===== src/sbu_consts.svh =====
// Constants of the skip and branch unit: widths, flag positions, cycles.
// Assumes inclusion by bare name from the package and the top module.
`ifndef SBU_CONSTS_SVH
`define SBU_CONSTS_SVH

// Datapath widths
`define SBU_PC_W      16
`define SBU_OFS_W     7
`define SBU_CYC_W     2

// Status-register layout
`define SBU_FLAG_C    3'h0
`define SBU_FLAG_Z    3'h1
`define SBU_FLAG_N    3'h2

// Cycle counts
`define SBU_CYC_ONE   2'h1
`define SBU_CYC_TWO   2'h2
`define SBU_CYC_THREE 2'h3

// Program-counter steps in words
`define SBU_STEP_ONE  2'h1
`define SBU_STEP_TWO  2'h2
`define SBU_STEP_THR  2'h3

`endif


===== src/sbu_pkg.sv =====
// Types of the skip and branch unit.
// Assumes sbu_consts.svh on the include path.
`include "sbu_consts.svh"

package sbu_pkg;

    // Instruction selected by the decoder
    typedef enum logic [3:0] {
        SKIP_IF_REG_BIT_CLEAR,
        SKIP_IF_REG_BIT_SET,
        SKIP_IF_IO_BIT_CLEAR,
        SKIP_IF_IO_BIT_SET,
        BRANCH_FLAG_SET,
        BRANCH_FLAG_CLEAR,
        BRANCH_EQUAL,
        BRANCH_NOT_EQUAL,
        BRANCH_CARRY_SET,
        BRANCH_CARRY_CLEAR,
        BRANCH_SAME_OR_HIGHER,
        BRANCH_LOWER,
        BRANCH_MINUS,
        BRANCH_PLUS
    } sbu_op_type;

    // One request from the decoder
    typedef struct packed {
        sbu_op_type                 op;
        logic [2:0]                 bit_sel;
        logic [7:0]                 reg_data;
        logic [7:0]                 io_data;
        logic [7:0]                 status_register;
        logic [`SBU_OFS_W-1:0]      offset;
        logic [`SBU_PC_W-1:0]       pc;
        logic                       next_two_word;
    } sbu_req_type;

    // One answer to the fetch logic
    typedef struct packed {
        logic [`SBU_PC_W-1:0]       next_pc;
        logic [`SBU_CYC_W-1:0]      cycles;
        logic                       taken;
    } sbu_res_type;

endpackage : sbu_pkg


===== src/sbu_top.sv =====
// Skip and branch unit: next program counter and cycle count for the
// bit-test skips and the conditional relative branches.
// Assumes the decoder presents a request only while busy_o is low and
// that status flags are written by no one else for these instructions.
// A request seen while busy_o is high is dropped without an answer,
// so the decoder must hold it until busy_o falls.
// Skip length relies on the decoder's next_two_word hint; this block
// never looks at the following instruction itself.
`timescale 1ns/1ps
`include "sbu_consts.svh"

module sbu_top (
    // Clock and reset
    input  wire logic                 clk_sys_i,
    input  wire logic                 rst_b_i,
    // Request from the decoder
    input  wire logic                 req_valid_i,
    input  wire sbu_pkg::sbu_req_type req_i,
    // Answer to the fetch logic
    output logic                      res_valid_o,
    output sbu_pkg::sbu_res_type      res_o,
    output logic                      busy_o,
    output logic                      flags_we_o,
    output logic [7:0]                status_o
);

    import sbu_pkg::*;

    ////////////////////////////////////////////////////////////////////
    // Helper functions

    // One bit out of a byte, chosen by a 3-bit index
    function automatic logic pick_bit(
        input logic [7:0] data,
        input logic [2:0] sel
    );
        pick_bit = data[sel];
    endfunction : pick_bit

    // Program counter plus a small unsigned step
    function automatic logic [`SBU_PC_W-1:0] pc_step(
        input logic [`SBU_PC_W-1:0] pc,
        input logic [1:0]           step
    );
        logic [`SBU_PC_W-1:0] wide;
        wide = {{(`SBU_PC_W-2){1'b0}}, step};
        pc_step = pc + wide;
    endfunction : pc_step

    ////////////////////////////////////////////////////////////////////
    // Control state

    typedef enum logic [0:0] {
        ST_IDLE,
        ST_HOLD
    } sbu_state_type;

    sbu_state_type          state_q;
    sbu_state_type          state_d;
    logic [`SBU_CYC_W-1:0]  count_q;
    logic [`SBU_CYC_W-1:0]  count_d;
    logic                   valid_q;
    logic                   busy_q;
    logic                   busy_d;
    sbu_res_type            res_q;
    sbu_res_type            res_d;
    logic [7:0]             status_q;
    logic                   flags_we_q;

    ////////////////////////////////////////////////////////////////////
    // Operand selection

    wire logic                  accept;
    wire logic                  reg_bit;
    wire logic                  io_bit;
    wire logic                  sel_flag;
    wire logic                  flag_c;
    wire logic                  flag_z;
    wire logic                  flag_n;

    // Requests during a multi-cycle hold are ignored
    assign accept   = req_valid_i && (state_q == ST_IDLE);
    assign reg_bit  = pick_bit(req_i.reg_data, req_i.bit_sel);
    assign io_bit   = pick_bit(req_i.io_data, req_i.bit_sel);
    assign sel_flag = pick_bit(req_i.status_register, req_i.bit_sel);
    assign flag_c   = pick_bit(req_i.status_register, `SBU_FLAG_C);
    assign flag_z   = pick_bit(req_i.status_register, `SBU_FLAG_Z);
    assign flag_n   = pick_bit(req_i.status_register, `SBU_FLAG_N);

    ////////////////////////////////////////////////////////////////////
    // Skip conditions

    wire logic skip_rc;
    wire logic skip_rs;
    wire logic skip_ic;
    wire logic skip_is;
    wire logic is_skip;
    wire logic skip_hit;

    // Each skip form tests its own operand bit
    assign skip_rc = (req_i.op == SKIP_IF_REG_BIT_CLEAR)
                  && !reg_bit;
    assign skip_rs = (req_i.op == SKIP_IF_REG_BIT_SET)
                  && reg_bit;
    assign skip_ic = (req_i.op == SKIP_IF_IO_BIT_CLEAR)
                  && !io_bit;
    assign skip_is = (req_i.op == SKIP_IF_IO_BIT_SET)
                  && io_bit;

    // Any of the four skip forms, taken or not
    assign is_skip = (req_i.op == SKIP_IF_REG_BIT_CLEAR)
                  || (req_i.op == SKIP_IF_REG_BIT_SET)
                  || (req_i.op == SKIP_IF_IO_BIT_CLEAR)
                  || (req_i.op == SKIP_IF_IO_BIT_SET);
    assign skip_hit = skip_rc || skip_rs || skip_ic || skip_is;

    ////////////////////////////////////////////////////////////////////
    // Branch conditions

    wire logic br_fs;
    wire logic br_fc;
    wire logic br_eq;
    wire logic br_ne;
    wire logic br_cs;
    wire logic br_cc;
    wire logic br_mi;
    wire logic br_pl;
    wire logic br_hit;

    // Generic forms test the flag picked by bit_sel
    assign br_fs = (req_i.op == BRANCH_FLAG_SET) && sel_flag;
    assign br_fc = (req_i.op == BRANCH_FLAG_CLEAR) && !sel_flag;
    assign br_eq = (req_i.op == BRANCH_EQUAL) && flag_z;
    assign br_ne = (req_i.op == BRANCH_NOT_EQUAL) && !flag_z;
    // Lower is an alias of carry set
    assign br_cs = ((req_i.op == BRANCH_CARRY_SET)
                 || (req_i.op == BRANCH_LOWER)) && flag_c;
    // Same-or-higher is an alias of carry clear
    assign br_cc = ((req_i.op == BRANCH_CARRY_CLEAR)
                 || (req_i.op == BRANCH_SAME_OR_HIGHER))
                 && !flag_c;
    assign br_mi = (req_i.op == BRANCH_MINUS) && flag_n;
    assign br_pl = (req_i.op == BRANCH_PLUS) && !flag_n;

    // Taken when any branch form hits
    assign br_hit = br_fs || br_fc || br_eq || br_ne
                 || br_cs || br_cc || br_mi || br_pl;

    ////////////////////////////////////////////////////////////////////
    // Target arithmetic

    wire logic [`SBU_PC_W-1:0] ofs_ext;
    wire logic [`SBU_PC_W-1:0] pc_next;
    wire logic [`SBU_PC_W-1:0] pc_branch;
    wire logic [`SBU_PC_W-1:0] pc_skip;
    wire logic [1:0]           skip_step;

    // Sign extension lets a backward loop wrap the counter
    assign ofs_ext = {{(`SBU_PC_W-`SBU_OFS_W){req_i.offset[`SBU_OFS_W-1]}},
                      req_i.offset};
    assign pc_next   = pc_step(req_i.pc, `SBU_STEP_ONE);
    assign pc_branch = pc_next + ofs_ext;
    // Two-word successor needs one more word of advance
    assign skip_step = req_i.next_two_word ? `SBU_STEP_THR
                                           : `SBU_STEP_TWO;
    assign pc_skip   = pc_step(req_i.pc, skip_step);

    ////////////////////////////////////////////////////////////////////
    // Answer selection

    wire logic [`SBU_CYC_W-1:0] cyc_skip;
    wire logic [`SBU_CYC_W-1:0] cyc_br;
    wire logic [`SBU_CYC_W-1:0] cyc_sel;
    wire logic                  hit;

    // Cycle count grows with the length of the skipped word
    assign cyc_skip = !skip_hit           ? `SBU_CYC_ONE
                    : req_i.next_two_word ? `SBU_CYC_THREE
                                          : `SBU_CYC_TWO;
    assign cyc_br   = br_hit ? `SBU_CYC_TWO : `SBU_CYC_ONE;
    assign cyc_sel  = is_skip ? cyc_skip : cyc_br;
    assign hit      = is_skip ? skip_hit : br_hit;

    // Untaken cases fall through to the next word
    always_comb begin
        res_d = res_q;
        if (accept) begin
            res_d.taken  = hit;
            res_d.cycles = cyc_sel;
            if (!hit) begin
                res_d.next_pc = pc_next;
            end else if (is_skip) begin
                res_d.next_pc = pc_skip;
            end else begin
                res_d.next_pc = pc_branch;
            end
        end
    end

    ////////////////////////////////////////////////////////////////////
    // Hold sequencing

    // Holds the core for the extra cycles of taken cases
    // A refused request leaves the answer registers untouched
    always_comb begin
        state_d = state_q;
        count_d = count_q;
        busy_d  = 1'b0;
        case (state_q)
            ST_IDLE: begin
                if (accept && (cyc_sel != `SBU_CYC_ONE)) begin
                    state_d = ST_HOLD;
                    count_d = cyc_sel - `SBU_CYC_ONE;
                    busy_d  = 1'b1;
                end
            end
            ST_HOLD: begin
                count_d = count_q - `SBU_CYC_ONE;
                if (count_q == `SBU_CYC_ONE) begin
                    state_d = ST_IDLE;
                end else begin
                    busy_d = 1'b1;
                end
            end
            default: begin
                state_d = ST_IDLE;
                count_d = '0;
            end
        endcase
    end

    ////////////////////////////////////////////////////////////////////
    // Registers

    // Sequencer state
    always_ff @(posedge clk_sys_i or negedge rst_b_i) begin
        if (!rst_b_i) begin
            state_q <= ST_IDLE;
            count_q <= '0;
            busy_q  <= 1'b0;
        end else begin
            state_q <= state_d;
            count_q <= count_d;
            busy_q  <= busy_d;
        end
    end

    // Answer registers
    always_ff @(posedge clk_sys_i or negedge rst_b_i) begin
        if (!rst_b_i) begin
            valid_q <= 1'b0;
            res_q   <= '0;
        end else begin
            valid_q <= accept;
            res_q   <= res_d;
        end
    end

    // Flags pass through untouched by either group
    always_ff @(posedge clk_sys_i or negedge rst_b_i) begin
        if (!rst_b_i) begin
            status_q <= '0;
        end else if (accept) begin
            status_q <= req_i.status_register;
        end
    end

    // Flag write strobe, a flop so that every output is registered
    always_ff @(posedge clk_sys_i or negedge rst_b_i) begin
        if (!rst_b_i) begin
            flags_we_q <= 1'b0;
        end else begin
            flags_we_q <= 1'b0;
        end
    end

    ////////////////////////////////////////////////////////////////////
    // Outputs

    assign res_valid_o = valid_q;
    assign res_o       = res_q;
    assign busy_o      = busy_q;
    assign flags_we_o  = flags_we_q;
    assign status_o    = status_q;

endmodule : sbu_top


===== config.mk =====
export PLATFORM = sky130hd
export DESIGN_NAME = sbu_top
export DESIGN_NICKNAME = d
export VERILOG_FILES = /design/src/sbu_pkg.sv /design/src/sbu_top.sv
export VERILOG_INCLUDE_DIRS = /design/src /design/src/src
export SDC_FILE = /design/constraint.sdc
export NUM_CORES = 1
export LEC_CHECK = 0
export CORE_MARGIN = 5
export CORE_UTILIZATION = 28
export CTS_BUF_LIST = sky130_fd_sc_hd__clkbuf_8
export DETAILED_ROUTE_END_ITERATION = 12
export DONT_BUFFER_PORTS = 1
export PLACE_DENSITY = 0.44
export SYNTH_ARGS = -nofsm -noshare
export SYNTH_HDL_FRONTEND = slang
export SYNTH_SLANG_ARGS = --single-unit

===== constraint.sdc =====
create_clock -name clk_sys_i -period 2.8 [get_ports clk_sys_i]
set_input_delay 0.42 -clock clk_sys_i [delete_from_list [all_inputs] [get_ports clk_sys_i]]
set_output_delay 0.42 -clock clk_sys_i [all_outputs]
set_load 0.02 [all_outputs]

* Yosys cells after proc, flatten, opt, wreduce, memory -nomap -nowiden
Index checks and enable logic that the tools add are counted.
** Word-level totals
- Register bits after elaboration :: 31
- Input port bits :: 58
- Output and inout bits :: 30
- Word-level logic and storage cells :: 84
** Operators by class
- Add/sub/neg operators :: 5
- $lt $le $gt $ge :: 1
- Equal/unequal tests :: 16
- Mux-type cells :: 18
- Bitwise logic cells :: 1
- Reduce and logical (&&, ||, !) cells :: 36
** Operators with widths (number)
- 16-bit two-way mux :: 2
- 4-bit equality test (second input constant) :: 6
- 16-bit by 1-bit adder with 16-bit output (second input constant) :: 1
- 16-bit adder :: 1
- 16-bit by 2-bit adder with 16-bit output :: 1
- 4-bit by 3-bit equality test with 1-bit output (second input constant) :: 4
- 1-bit logical OR :: 15
- 1-bit logical AND :: 14
- 1-bit binary-select mux with 3-bit select :: 3
- 4-bit by 2-bit equality test with 1-bit output (second input constant) :: 2
- 2-bit two-way mux :: 4
- 1-bit two-way mux :: 7
- 1-bit zero test :: 6
- 4-bit by 1-bit equality test with 1-bit output (second input constant) :: 1
- 4-bit zero test :: 1
- 3-bit by 4-bit less-than comparator with 1-bit output (second input constant) :: 1
- 2-bit by 1-bit != test with 1-bit output (second input constant) :: 2
- 2-bit one-hot mux with 2 select lines :: 1
- 2-bit by 1-bit subtractor with 2-bit output (second input constant) :: 2
- 2-bit by 1-bit equality test with 1-bit output (second input constant) :: 1
- 1-bit one-hot mux with 2 select lines :: 1
- 1-bit inverter :: 1

* Longest topological paths before layout
Gate-level depths: netlist of run 1.
- Depth after elaboration :: 17
- Depth in mapped cells :: 13
- Gate-level depth less buffers :: 12

* Worst setup path after synthesis of run 1
OpenSTA, ideal clock, no wires.
- Kind :: input to register
- Start point :: input port req_i[48] (netlist name)
- End point :: register count_q[0]
- Setup time :: 0.137 ns
- Arrival :: 2.974 ns
- Required time :: 2.663 ns
- Setup slack :: -0.310 ns
- Stages on the path :: 13
- Buffers on the path :: 2
- Cells stage by stage :: buf_2 > mux4_2 > mux4_2 > xnor2_1 > nor2_1 > nor2_4 > buf_2 > nand2_1 > ha_1 > nand2b_1 > nor2b_1 > mux2i_1 > o31ai_1
** Between the ends
- Longest elaborated chain between the ends :: 16
- Elaborated cells on any way between the ends :: 34
- Those cells by class :: 1 x add/sub; 2 x eq/ne; 11 x mux; 20 x reduce/logical
** Ends and longest elaborated chain
- start: declaration :: RTL line sbu_top.sv:18 : input wire sbu_pkg::sbu_req_type req_i,
- 1-bit binary-select mux with 3-bit select :: RTL line sbu_top.sv:37 : pick_bit = data[sel];
- 1-bit two-way mux (implied by the code) :: RTL line sbu_top.sv:37
- 1-bit zero test :: RTL line sbu_top.sv:132 : assign br_fc = (req_i.op == BRANCH_FLAG_CLEAR) && !sel_flag;
- 1-bit logical AND :: RTL line sbu_top.sv:132
- 1-bit logical OR (3 in a row) :: RTL line sbu_top.sv:146 : assign br_hit = br_fs || br_fc || br_eq || br_ne
- 1-bit logical OR (4 in a row) :: RTL line sbu_top.sv:147 : || br_cs || br_cc || br_mi || br_pl;
- 2-bit two-way mux (no source line)
- 2-bit two-way mux * :: RTL line sbu_top.sv:181 : assign cyc_sel = is_skip ? cyc_skip : cyc_br;
- named net cyc_sel[0] :: RTL line sbu_top.sv:173 : wire logic [`SBU_CYC_W-1:0] cyc_sel;
- 2-bit by 1-bit subtractor with 2-bit output (no source line) or 2-bit by 1-bit != test with 1-bit output (tied branches)
- 2-bit two-way mux or 1-bit logical AND (tied branches) :: RTL line sbu_top.sv:211 : if (accept && (cyc_sel != `SBU_CYC_ONE)) begin
- 2-bit one-hot mux with 2 select lines or 2-bit by 1-bit != test with 1-bit output (tied branches)
- end signal: assignment :: RTL line sbu_top.sv:243 : count_q <= count_d;
- end: declaration :: RTL line sbu_top.sv:60 : logic [`SBU_CYC_W-1:0] count_q;
The timed path passes the listed nets; every way through them passes the cells marked *. The select of a mux whose other input is x is not followed.
A chain may end at the register's enable or synchronous reset.

* Final worst setup path of run 1
- Start point :: input port req_i[3] (netlist name)
- End point :: register res_q (netlist bit res_o[17])
** Between the ends
- Longest elaborated chain between the ends :: 4
- Elaborated cells on any way between the ends :: 5
- Those cells by class :: 3 x add/sub; 2 x mux
** Ends and longest elaborated chain
- 16-bit by 1-bit adder with 16-bit output :: RTL line sbu_top.sv:47 : pc_step = pc + wide;
- 16-bit adder :: RTL line sbu_top.sv:162 : assign pc_branch = pc_next + ofs_ext;
- 16-bit two-way mux :: RTL line sbu_top.sv:192 : end else if (is_skip) begin
- 16-bit two-way mux * :: RTL line sbu_top.sv:190 : if (!hit) begin
- end signal: assignment :: RTL line sbu_top.sv:255 : res_q <= res_d;
- end: declaration :: RTL line sbu_top.sv:65 : sbu_res_type res_q;
Mark *: on every way between the ends. The rest lies on a longest branch, timed or not.

==> results of run 1 <==
==> path summary, 6_finish.rpt <==
kind                       startpoint           to  slack, ns  cells after the start
setup / recovery             req_i[3]    res_o[17]       0.22                     12
hold / removal              req_i[25]  status_o[1]       0.25                      2
setup reg to reg               busy_o    res_o[13]       0.88                      5
hold reg to reg            count_q[0]   count_q[0]       0.54                      2
max in group asynchronous     rst_b_i     res_o[8]       2.04                      2
min in group asynchronous     rst_b_i   count_q[1]       0.58                      2
==> power groups by stage <==
stage                     Sequential, mW  Clock [mW]  Combinational (mW)
after floorplan                    0.993           0               0.631
after global placement              1.07           0               0.792
after detailed placement            1.07           0               0.805
after global routing                1.09       0.584               0.927
final                               1.06       0.555               0.809
after CTS                           1.07       0.566               0.821
==> worst max-delay path, cell delays in order <==
cell     delay (ns)
and3_4         0.18
nand3_2        0.11
nor2_1         0.14
xor2_1         0.29
ha_1           0.29
a21o_1         0.17
a21o_1         0.18
a21oi_1        0.16
o21ai_2        0.11
nor2b_1        0.14
or4_1          0.46
a21oi_1        0.14
==> final cells by class <==
type                       instances  area [µm²]
timing repair buffer              38         300
sequential                        30         751
multi-input combinational        318        2240
clock buffer                       6        82.6
inverter                          12        45.0
tap                              140         175
fill                            1114        7140
clock inverter                     2        60.1
==> cells by family after synthesis <==
family,count (synthesis),share of synthesized area [%]
flip-flops,30,24.6
buffers and inverters,34,4.54
other,1,0.123
XOR/XNOR,43,12.3
multiplexers,17,8.43
AND/OR/NAND/NOR,148,21.8
adder cells (fa/ha/maj),25,10.5
AO/OA/AOI/OAI,84,17.7
==> per-stage QoR <==
stage / instances / instance area (µm²) / utilization (%) / setup slack, ns / total power, mW
after global routing: 546 / 3660 / 33.9 / 0.0138 / 2.60
after floorplan: 382 / 3140 / - / -0.0600 / 1.62
after global placement: 536 / 3470 / 32.1 / -0.132 / 1.86
after CTS: 546 / 3640 / 33.7 / 0.167 / 2.45
after detailed placement: 536 / 3470 / 32.1 / -0.132 / 1.88
final: 546 / 3660 / 33.9 / 0.223 / 2.42
==> routing by layer <==
metal / up-vias / wire length, µm / part of all wire [%] / global-route usage [%]
li1: 1401 / - / - / -
met1: 1291 / 3940 / 42 / 18.0
met2: 83 / 4450 / 47 / 24.4
met3: 6 / 910 / 9.7 / 4.44
met4: 0 / 65 / 0.69 / 2.61
met5: - / 0 / 0 / 0
==> Yosys cell counts (2+ instances only) <==
cell,number
or4_1,4
xnor2_1,24
nor2b_1,3
dfrtp_1,30
nand2_1,70
buf_4,2
nor2_1,29
and2_1,2
nand2b_1,4
o31ai_1,2
a31oi_1,2
o211ai_1,9
ha_1,24
nor3_1,11
o21ai_0,28
buf_1,2
buf_2,3
and3_1,2
nand4_1,5
a21oi_1,15
clkbuf_1,15
xor2_1,19
a211oi_1,6
a21o_1,5
o2111ai_1,5
mux4_2,7
nand3_1,12
inv_1,11
mux2i_1,10
==> what timing repair did <==
action | CTS | global route
endpoints found under the hold margin | 30 | 0
endpoints found under the setup margin | 0 | 4
hold buffers | 2 | 0
gates resized for setup | 0 | 3
==> registers in the layout, indices dropped and copies added (netlist names) <==
| name | count |
|---|---|
| res_o | 18 |
| status_o | 8 |
| busy_o | 1 |
| count_q | 2 |
| res_valid_o | 1 |
==> flow_metrics.tcl, run 1 <==
set metrics [dict create \
    coreArea_um2 10800 \
    die_y_um 114 \
    relSlewSlack_pct 60.3 \
    leakage_nw 1.60 \
    synth-edff-count 0 \
    synthCells 382 \
    dr.pass1.iters 4 \
    finClkSkew_ns 0.00543 \
    drc 0 \
    synth_top_area_cell "dfrtp_1" \
    max-vdd-ir-drop_mv 0.341 \
    startpoint_type "input pin" \
    synth-main-ff-cell "dfrtp_1" \
    whs_ns 0.246 \
    grt_pass1_wl_um 15100 \
    synth_fp_nets 465 \
    pin_count 88 \
    start_util_pct 28.3 \
    drt_iter0_drc 236 \
    drv_slew 0 \
    hold_class "in2reg" \
    clockBufferDepth 2 \
    finalWirelength_um 9370 \
    numCtsBuffers 5 \
    cp.required_ns 3.01 \
    path_clk_slew_ns 0.07 \
    internal_power_mw 1.39 \
    gp_congestion 0.828 \
    vias 2781 \
    grt_pass1_vias 2802 \
    min_period_ns 2.58 \
    power_density_nw_per_um2 661 \
    ys_seq_area_share_pct 24.6 \
    ctsRootBufferMaster "clkbuf_8" \
    portBuffers 0 \
    fp-row-count 38 \
    syn_avg_cell_area_um2 8.00 \
    detail-route-antenna-nets 0 \
    setup-violations-final 0 \
    ys_async_sr_fraction_pct 100 \
    netlist_area_um2 3060 \
    rsz0062_at_grt "false" \
    die_w_um 114 \
    post_drt_wl_per_cell_um 17.2 \
    setup_tns_ns 0 \
    cts_sinks 30 \
    ys_ff_latch 30 \
    criticalPathCategory "in2reg" \
    die_area_um2 13100 \
    p_switching_mw 1.03 \
    dp_hpwl_um 7740 \
    layout-drive-gt1-share_pct 17.0 \
    worst_pin_slew_ns 0.590 \
    overflow 0 \
    clkPwrFrac_pct 22.9 \
    hold_viol_final 0 \
    antenna_found_initial 0 \
    clk_latency_ns 0.28 \
    crit_path_end_kind "flop" \
    grt_max_degree 31 \
    fmax_ghz 0.388 \
    nNetsFinal 488 \
    period_share_pct 92.0 \
    synth_top_area_share_pct 24.6 \
    path_max_fanout 10 \
    viasPerCell 5.09 \
    status "completed" \
    htreeDepth 2 \
    grt_use_total_pct 14.3 \
    cts_tree "yes" \
    mostFrequentLayoutCells "nand2_1 (69), buf_4 (36), dfrtp_1 (30)" \
    switching_share_pct 42.5 \
    yosys-top-cells-area "dfrtp_1 (25%), ha_1 (9.8%), nand2_1 (8.6%)" \
    p_seq_share_pct 43.6 \
    insertedDiodeCount 0 \
    combPwrFrac_pct 33.4 \
    cap_violations 0 \
    arrival_ns 2.79 \
    mostFrequentLayoutCell "nand2_1" \
    synth_cell_types 50 \
    cts_setup_buffers 0 \
    area_growth_pct 19.6 \
    yosysWarnings 0 \
]
(Power assumes the default switching activity.)
==> run 2, diff against run 1 <==
--- a/config.mk
+++ b/config.mk
@@ -7,11 +7,11 @@
 export NUM_CORES = 1
 export LEC_CHECK = 0
 export CORE_MARGIN = 5
-export CORE_UTILIZATION = 28
+export CORE_UTILIZATION = 65
 export CTS_BUF_LIST = sky130_fd_sc_hd__clkbuf_8
 export DETAILED_ROUTE_END_ITERATION = 12
 export DONT_BUFFER_PORTS = 1
-export PLACE_DENSITY = 0.44
+export PLACE_DENSITY = 0.81
 export SYNTH_ARGS = -nofsm -noshare
 export SYNTH_HDL_FRONTEND = slang
 export SYNTH_SLANG_ARGS = --single-unit
==> run 2 against run 1 <==
  * Flip-flop and latch count did not move
  * Register-to-register slack better by 0.05 ns
  * Combinational power down 3.7%
  * Cell count down 18%
  * Via count is 2.0% higher
  * Die area is 53% lower
  * Core utilization grew 39 points
  * Sequential power hardly changed
  * Critical path depth stayed put
  * Clock-buffer cell count unchanged
  * Critical endpoint is now res_o[18]
  * Global-route usage increased by 13 points
==> flow_metrics.tcl, run 2 (synthesized netlist as in run 1, its figures left out) <==
set metrics [dict create \
    leakage_nw 1.51 \
    hold_class "in2reg" \
    worst_pin_slew_ns 0.530 \
    fmax_ghz 0.378 \
    path_cells "and3_4, nand3_2, nor2_1, xor2_1, ha_1, o21ai_1, o21ai_0, a221oi_2, o2111ai_1, nand2_1, nand4bb_1, a31o_2" \
    ctsRootBufferMaster "clkbuf_8" \
    p_seq_share_pct 48.3 \
    hold_path_end "status_o[4]" \
    clockBufferDepth 2 \
    min_period_ns 2.64 \
    internal_power_mw 1.18 \
    cts.repair.resized 0 \
    area_growth_pct 10.7 \
    finClkSkew_ns 0.00434 \
    finalWirelength_um 8240 \
    critical-path-top-delay-family "compound AO/OA/AOI/OAI gates" \
    r2r_start "busy_o" \
    hold_path_startpoint "req_i[28]" \
    grt_max_degree 31 \
    start_util_pct 66.0 \
    clkPwrFrac_pct 15.8 \
    drt_iter0_drc 139 \
    drv_slew 0 \
    hold_viol_final 0 \
    die_y_um 78.6 \
    critPathMaxStageDelay_ns 0.41 \
    startpoint_type "input pin" \
    max-vdd-ir-drop_mv 0.294 \
    cts_setup_buffers 0 \
    insertedDiodeCount 0 \
    post_drt_wl_per_cell_um 18.4 \
    detail-route-antenna-nets 0 \
    overflow 0 \
    htreeDepth 2 \
    grt_pass1_vias 2764 \
    cts_tree "yes" \
    nNetsFinal 475 \
    pin_count 88 \
    viasPerCell 6.35 \
    grt_pass1_wl_um 13400 \
    grt_use_total_pct 27.3 \
    critPathBufInv 0 \
    criticalPathCategory "in2reg" \
    rr_worst_depth 5 \
    period_share_pct 94.5 \
    cp-startpoint "req_i[3]" \
    hold_path_depth 2 \
    clk_latency_ns 0.28 \
    fp-row-count 25 \
    mostFrequentLayoutCells "nand2_1 (69), dfrtp_1 (30), nor2_1 (28)" \
    gp_congestion 0.972 \
    crit_path_end_kind "flop" \
    combPwrFrac_pct 35.8 \
    cp.required_ns 2.97 \
    numCtsBuffers 5 \
    arrival_ns 2.82 \
    hold_buffers 2 \
    reg2reg_slack_ns 0.93 \
    filler_cell_count 355 \
    power_mw 2.17 \
    slowest_stage "a221oi_2" \
    cts_sinks 30 \
    largest_register_ffs 18 \
    coreArea_um2 4630 \
    reg2reg_to "res_o[13]" \
    cap_violations 0 \
    mostFrequentLayoutCell "nand2_1" \
    die_area_um2 6170 \
    path_clk_slew_ns 0.06 \
    rsz0062_at_grt "false" \
    path_max_fanout 10 \
    power_density_nw_per_um2 642 \
    antenna_found_initial 0 \
    layout-drive-gt1-share_pct 13.2 \
    setup-violations-final 0 \
    vias 2838 \
    p_switching_uw 992 \
    status "completed" \
    dr.pass1.iters 4 \
    switching_share_pct 45.6 \
    die_w_um 78.6 \
    drc 0 \
    dp_hpwl_um 6730 \
    utilization_pct 73.1 \
    relSlewSlack_pct 64.4 \
    portBuffers 0 \
]
-- run 2: changes by cell type in the layout (fill, tap and decap cells not counted) --
cell	previous run	this run
buf_4	36	23
bufinv_16	2	0
clkinv_2	0	1
inv_1	11	12
nor3_1	10	11
nor3_2	1	0
o21ai_1	1	2
o21ai_2	1	0
xnor2_1	22	23
xnor2_2	2	1
-- run 2: area by class of cell --
class	instances	area, µm²	area share, %
Tap cell	54	67.6	2.00
Timing Repair Buffer	25	203	5.99
Inverter	12	45.0	1.33
Sequential cell	30	751	22.2
Multi-Input combinational cell	318	2230	65.8
Clock buffer	6	82.6	2.44
Clock inverter	2	8.76	0.259
-- run 2: through the flow --
stage / hold WS (ns) / cells / TNS, ns / area, µm² / setup WS, ns
after CTS: 0.240 / 447 / 0 / 3380 / 0.211
after detailed placement: 0.125 / 437 / -0.282 / 3260 / -0.0896
after global routing: 0.247 / 447 / 0 / 3380 / 0.00154
final: 0.249 / 447 / 0 / 3380 / 0.155
after floorplan: 0.124 / 382 / -0.136 / 3140 / -0.0600
after global placement: 0.125 / 437 / -0.0309 / 3260 / -0.0156
-- run 2: per-layer routing --
layer	GRT usage [%]	share of wire [%]
met1	33.7	40
met2	45.7	47
met3	7.57	10
met4	9.27	2.1
met5	0	0
-- run 2: worst max path at each step --
stage | depth (start not counted) | to | slack (ns)
after floorplan | 13 | count_q[0] | -0.06
after global placement | 12 | res_o[17] | -0.02
after detailed placement | 12 | res_o[16] | -0.09
after CTS | 12 | res_o[16] | 0.21
after global routing | 12 | res_o[16] | 0.002
final | 12 | res_o[18] | 0.16
-- run 2: power groups by stage --
stage / Combinational [mW] / Clock (mW) / Sequential, mW
detailed placement: 0.759 / 0 / 1.06
CTS: 0.776 / 0.356 / 1.05
global route: 0.876 / 0.380 / 1.08
floorplan: 0.631 / 0 / 0.993
global placement: 0.722 / 0 / 1.06
finish: 0.779 / 0.344 / 1.05
==> run 3, diff against run 2 <==
--- a/config.mk
+++ b/config.mk
@@ -6,12 +6,14 @@
 export SDC_FILE = /design/constraint.sdc
 export NUM_CORES = 1
 export LEC_CHECK = 0
+export CELL_PAD_IN_SITES_DETAIL_PLACEMENT = 1
+export CELL_PAD_IN_SITES_GLOBAL_PLACEMENT = 1
 export CORE_MARGIN = 5
-export CORE_UTILIZATION = 65
+export CORE_UTILIZATION = 52
 export CTS_BUF_LIST = sky130_fd_sc_hd__clkbuf_8
 export DETAILED_ROUTE_END_ITERATION = 12
 export DONT_BUFFER_PORTS = 1
-export PLACE_DENSITY = 0.81
+export PLACE_DENSITY_LB_ADDON = 0.1
 export SYNTH_ARGS = -nofsm -noshare
 export SYNTH_HDL_FRONTEND = slang
 export SYNTH_SLANG_ARGS = --single-unit
==> run 3 against run 2 <==
  * Flip-flop and latch count did not move
  * Die area up 22%
  * Non-clock buffer count is 11 higher
  * Highest routed layer unchanged
  * Clock power increased by 24%
  * Final area grew 4.1%
  * Sequential share of layout area is 0.88 points lower
  * Via count rose by 2.8%
==> flow_metrics.tcl, run 3 (synthesized netlist as in run 1, its figures left out) <==
set metrics [dict create \
    area_growth_pct 15.3 \
    multi_input_area_um2 2240 \
    period_share_pct 95.1 \
    numCtsBuffers 5 \
    portBuffers 0 \
    reg2reg_slack_ns 0.72 \
    drt_iter0_drc 89 \
    worst_pin_slew_ns 0.589 \
    leakage_nw 1.57 \
    die_y_um 86.7 \
    hold_viol_final 0 \
    r2r_start "busy_o" \
    relSlewSlack_pct 60.5 \
    grt_pass1_vias 3220 \
    hold_class "in2reg" \
    clk_latency_ns 0.28 \
    coreArea_um2 5820 \
    die_area_um2 7510 \
    ctsRootBufferMaster "clkbuf_8" \
    status "completed" \
    finalWirelength_um 9790 \
    viasPerCell 6.09 \
    setup_tns_ns 0 \
    cp-startpoint "req_i[48]" \
    htreeDepth 2 \
    pin_count 88 \
    criticalPathCategory "in2reg" \
    startpoint_type "input pin" \
    path_clk_slew_ns 0.07 \
    cap_violations 0 \
    reg2reg_to "res_o[13]" \
    post_drt_wl_per_cell_um 20.4 \
    largest_register_ffs 18 \
    dp_cells 468 \
    fin_cells 479 \
    drc 0 \
    slowest_stage "mux4_2" \
    rr_worst_depth 5 \
    antenna_found_initial 0 \
    dp_hpwl_um 7880 \
    insertedDiodeCount 0 \
    gp_congestion 0.869 \
    power_density_nw_per_um2 664 \
    seqCellArea_um2 751 \
    grt_pass1_wl_um 16100 \
    mostFrequentLayoutCells "nand2_1 (69), buf_4 (34), dfrtp_1 (30)" \
    dpl_cell_area_um2 3360 \
    max-vdd-ir-drop_mv 0.472 \
    crit_path_end_kind "flop" \
    dr.pass1.iters 4 \
    crit_cells 11 \
    die_w_um 86.7 \
    path_max_fanout 6 \
    filler_cell_count 733 \
    clockBufferDepth 2 \
    cts_sinks 30 \
    overflow 0 \
    detail-route-antenna-nets 0 \
    layout-drive-gt1-share_pct 16.3 \
    start_util_pct 52.6 \
    min_period_ns 2.66 \
    fp-row-count 28 \
    final_area_um2 3520 \
    grt_use_total_pct 27.2 \
    mostFrequentLayoutCell "nand2_1" \
    arrival_ns 2.81 \
    grt_max_degree 31 \
    setup-violations-final 0 \
    vias 2918 \
    nNetsFinal 486 \
    path_cells "mux4_2, mux4_2, xnor2_2, nor2_2, nor2_4, inv_2, ha_2, nand2b_4, nor2b_1, mux2i_1, o31ai_1" \
    fmax_ghz 0.375 \
    finClkSkew_ns 0.00777 \
    drv_slew 0 \
    rsz0062_at_grt "true" \
    cp.required_ns 2.95 \
    critPathMaxStageDelay_ns 0.53 \
    path_common_cell "mux4_2" \
    critPathBufInv 1 \
    cts_tree "yes" \
    cp-endpoint "count_q[0]" \
    critical-path-top-delay-family "multiplexers" \
]
-- run 3: power breakdown --
group / switching (mW) / total [mW] / internal, mW
logic: 0.486 / 0.859 / 0.374
registers: 0.416 / 1.05 / 0.638
clock network: 0.164 / 0.426 / 0.262
total: 1.07 / 2.34 / 1.27
-- run 3: layout make-up --
cell class                      instances  share of cell area [%]
Clock buffer                            5                    1.95
Clock inverter                          3                    1.14
Inverter                               12                    1.28
Multi-Input combinational cell        318                    63.6
Sequential cell                        30                    21.3
Tap cell                               75                    2.66
Timing Repair Buffer                   36                    8.10
-- run 3: how the worst min path moves through the flow --
stage / cells past startpoint / from / endpoint / slack (ns)
global route: 2 / req_i[30] / status_o[6] / 0.24
global placement: 0 / rst_b_i / status_o[2] / 0.13
CTS: 2 / req_i[30] / status_o[6] / 0.24
detailed placement: 0 / rst_b_i / busy_o / 0.13
finish: 2 / req_i[28] / status_o[4] / 0.25
floorplan: 0 / rst_b_i / busy_o / 0.12
-- run 3: what timing repair did --
| action | 4_1_cts | 5_1_grt |
|---|---|---|
| endpoints found under the setup margin | 0 | 6 |
| buffers inserted | 0 | 1 |
| hold endpoints to repair | 30 | 0 |
| hold buffers | 2 | 0 |
| gates resized for setup | 0 | 3 |
-- run 3: metal layers --
metal,GRT usage [%],vias to the layer above,part of all wire (%)
met5,0,-,0
met4,9.77,0,2.0
met3,7.79,14,8.1
met2,47.8,95,50
met1,31.4,1415,40
li1,-,1394,-
-- run 3: stage by stage --
step / util, % / total power [mW] / hold slack, ns / worst slack, ns
6_report: 60.6 / 2.34 / 0.254 / 0.136
3_5_place_dp: 57.8 / 1.88 / 0.125 / -0.131
2_1_floorplan: - / 1.62 / 0.124 / -0.0600
4_1_cts: 60.2 / 2.34 / 0.242 / 0.156
5_1_grt: 60.6 / 2.52 / 0.240 / -0.0493
3_3_place_gp: 57.8 / 1.82 / 0.125 / -0.0672
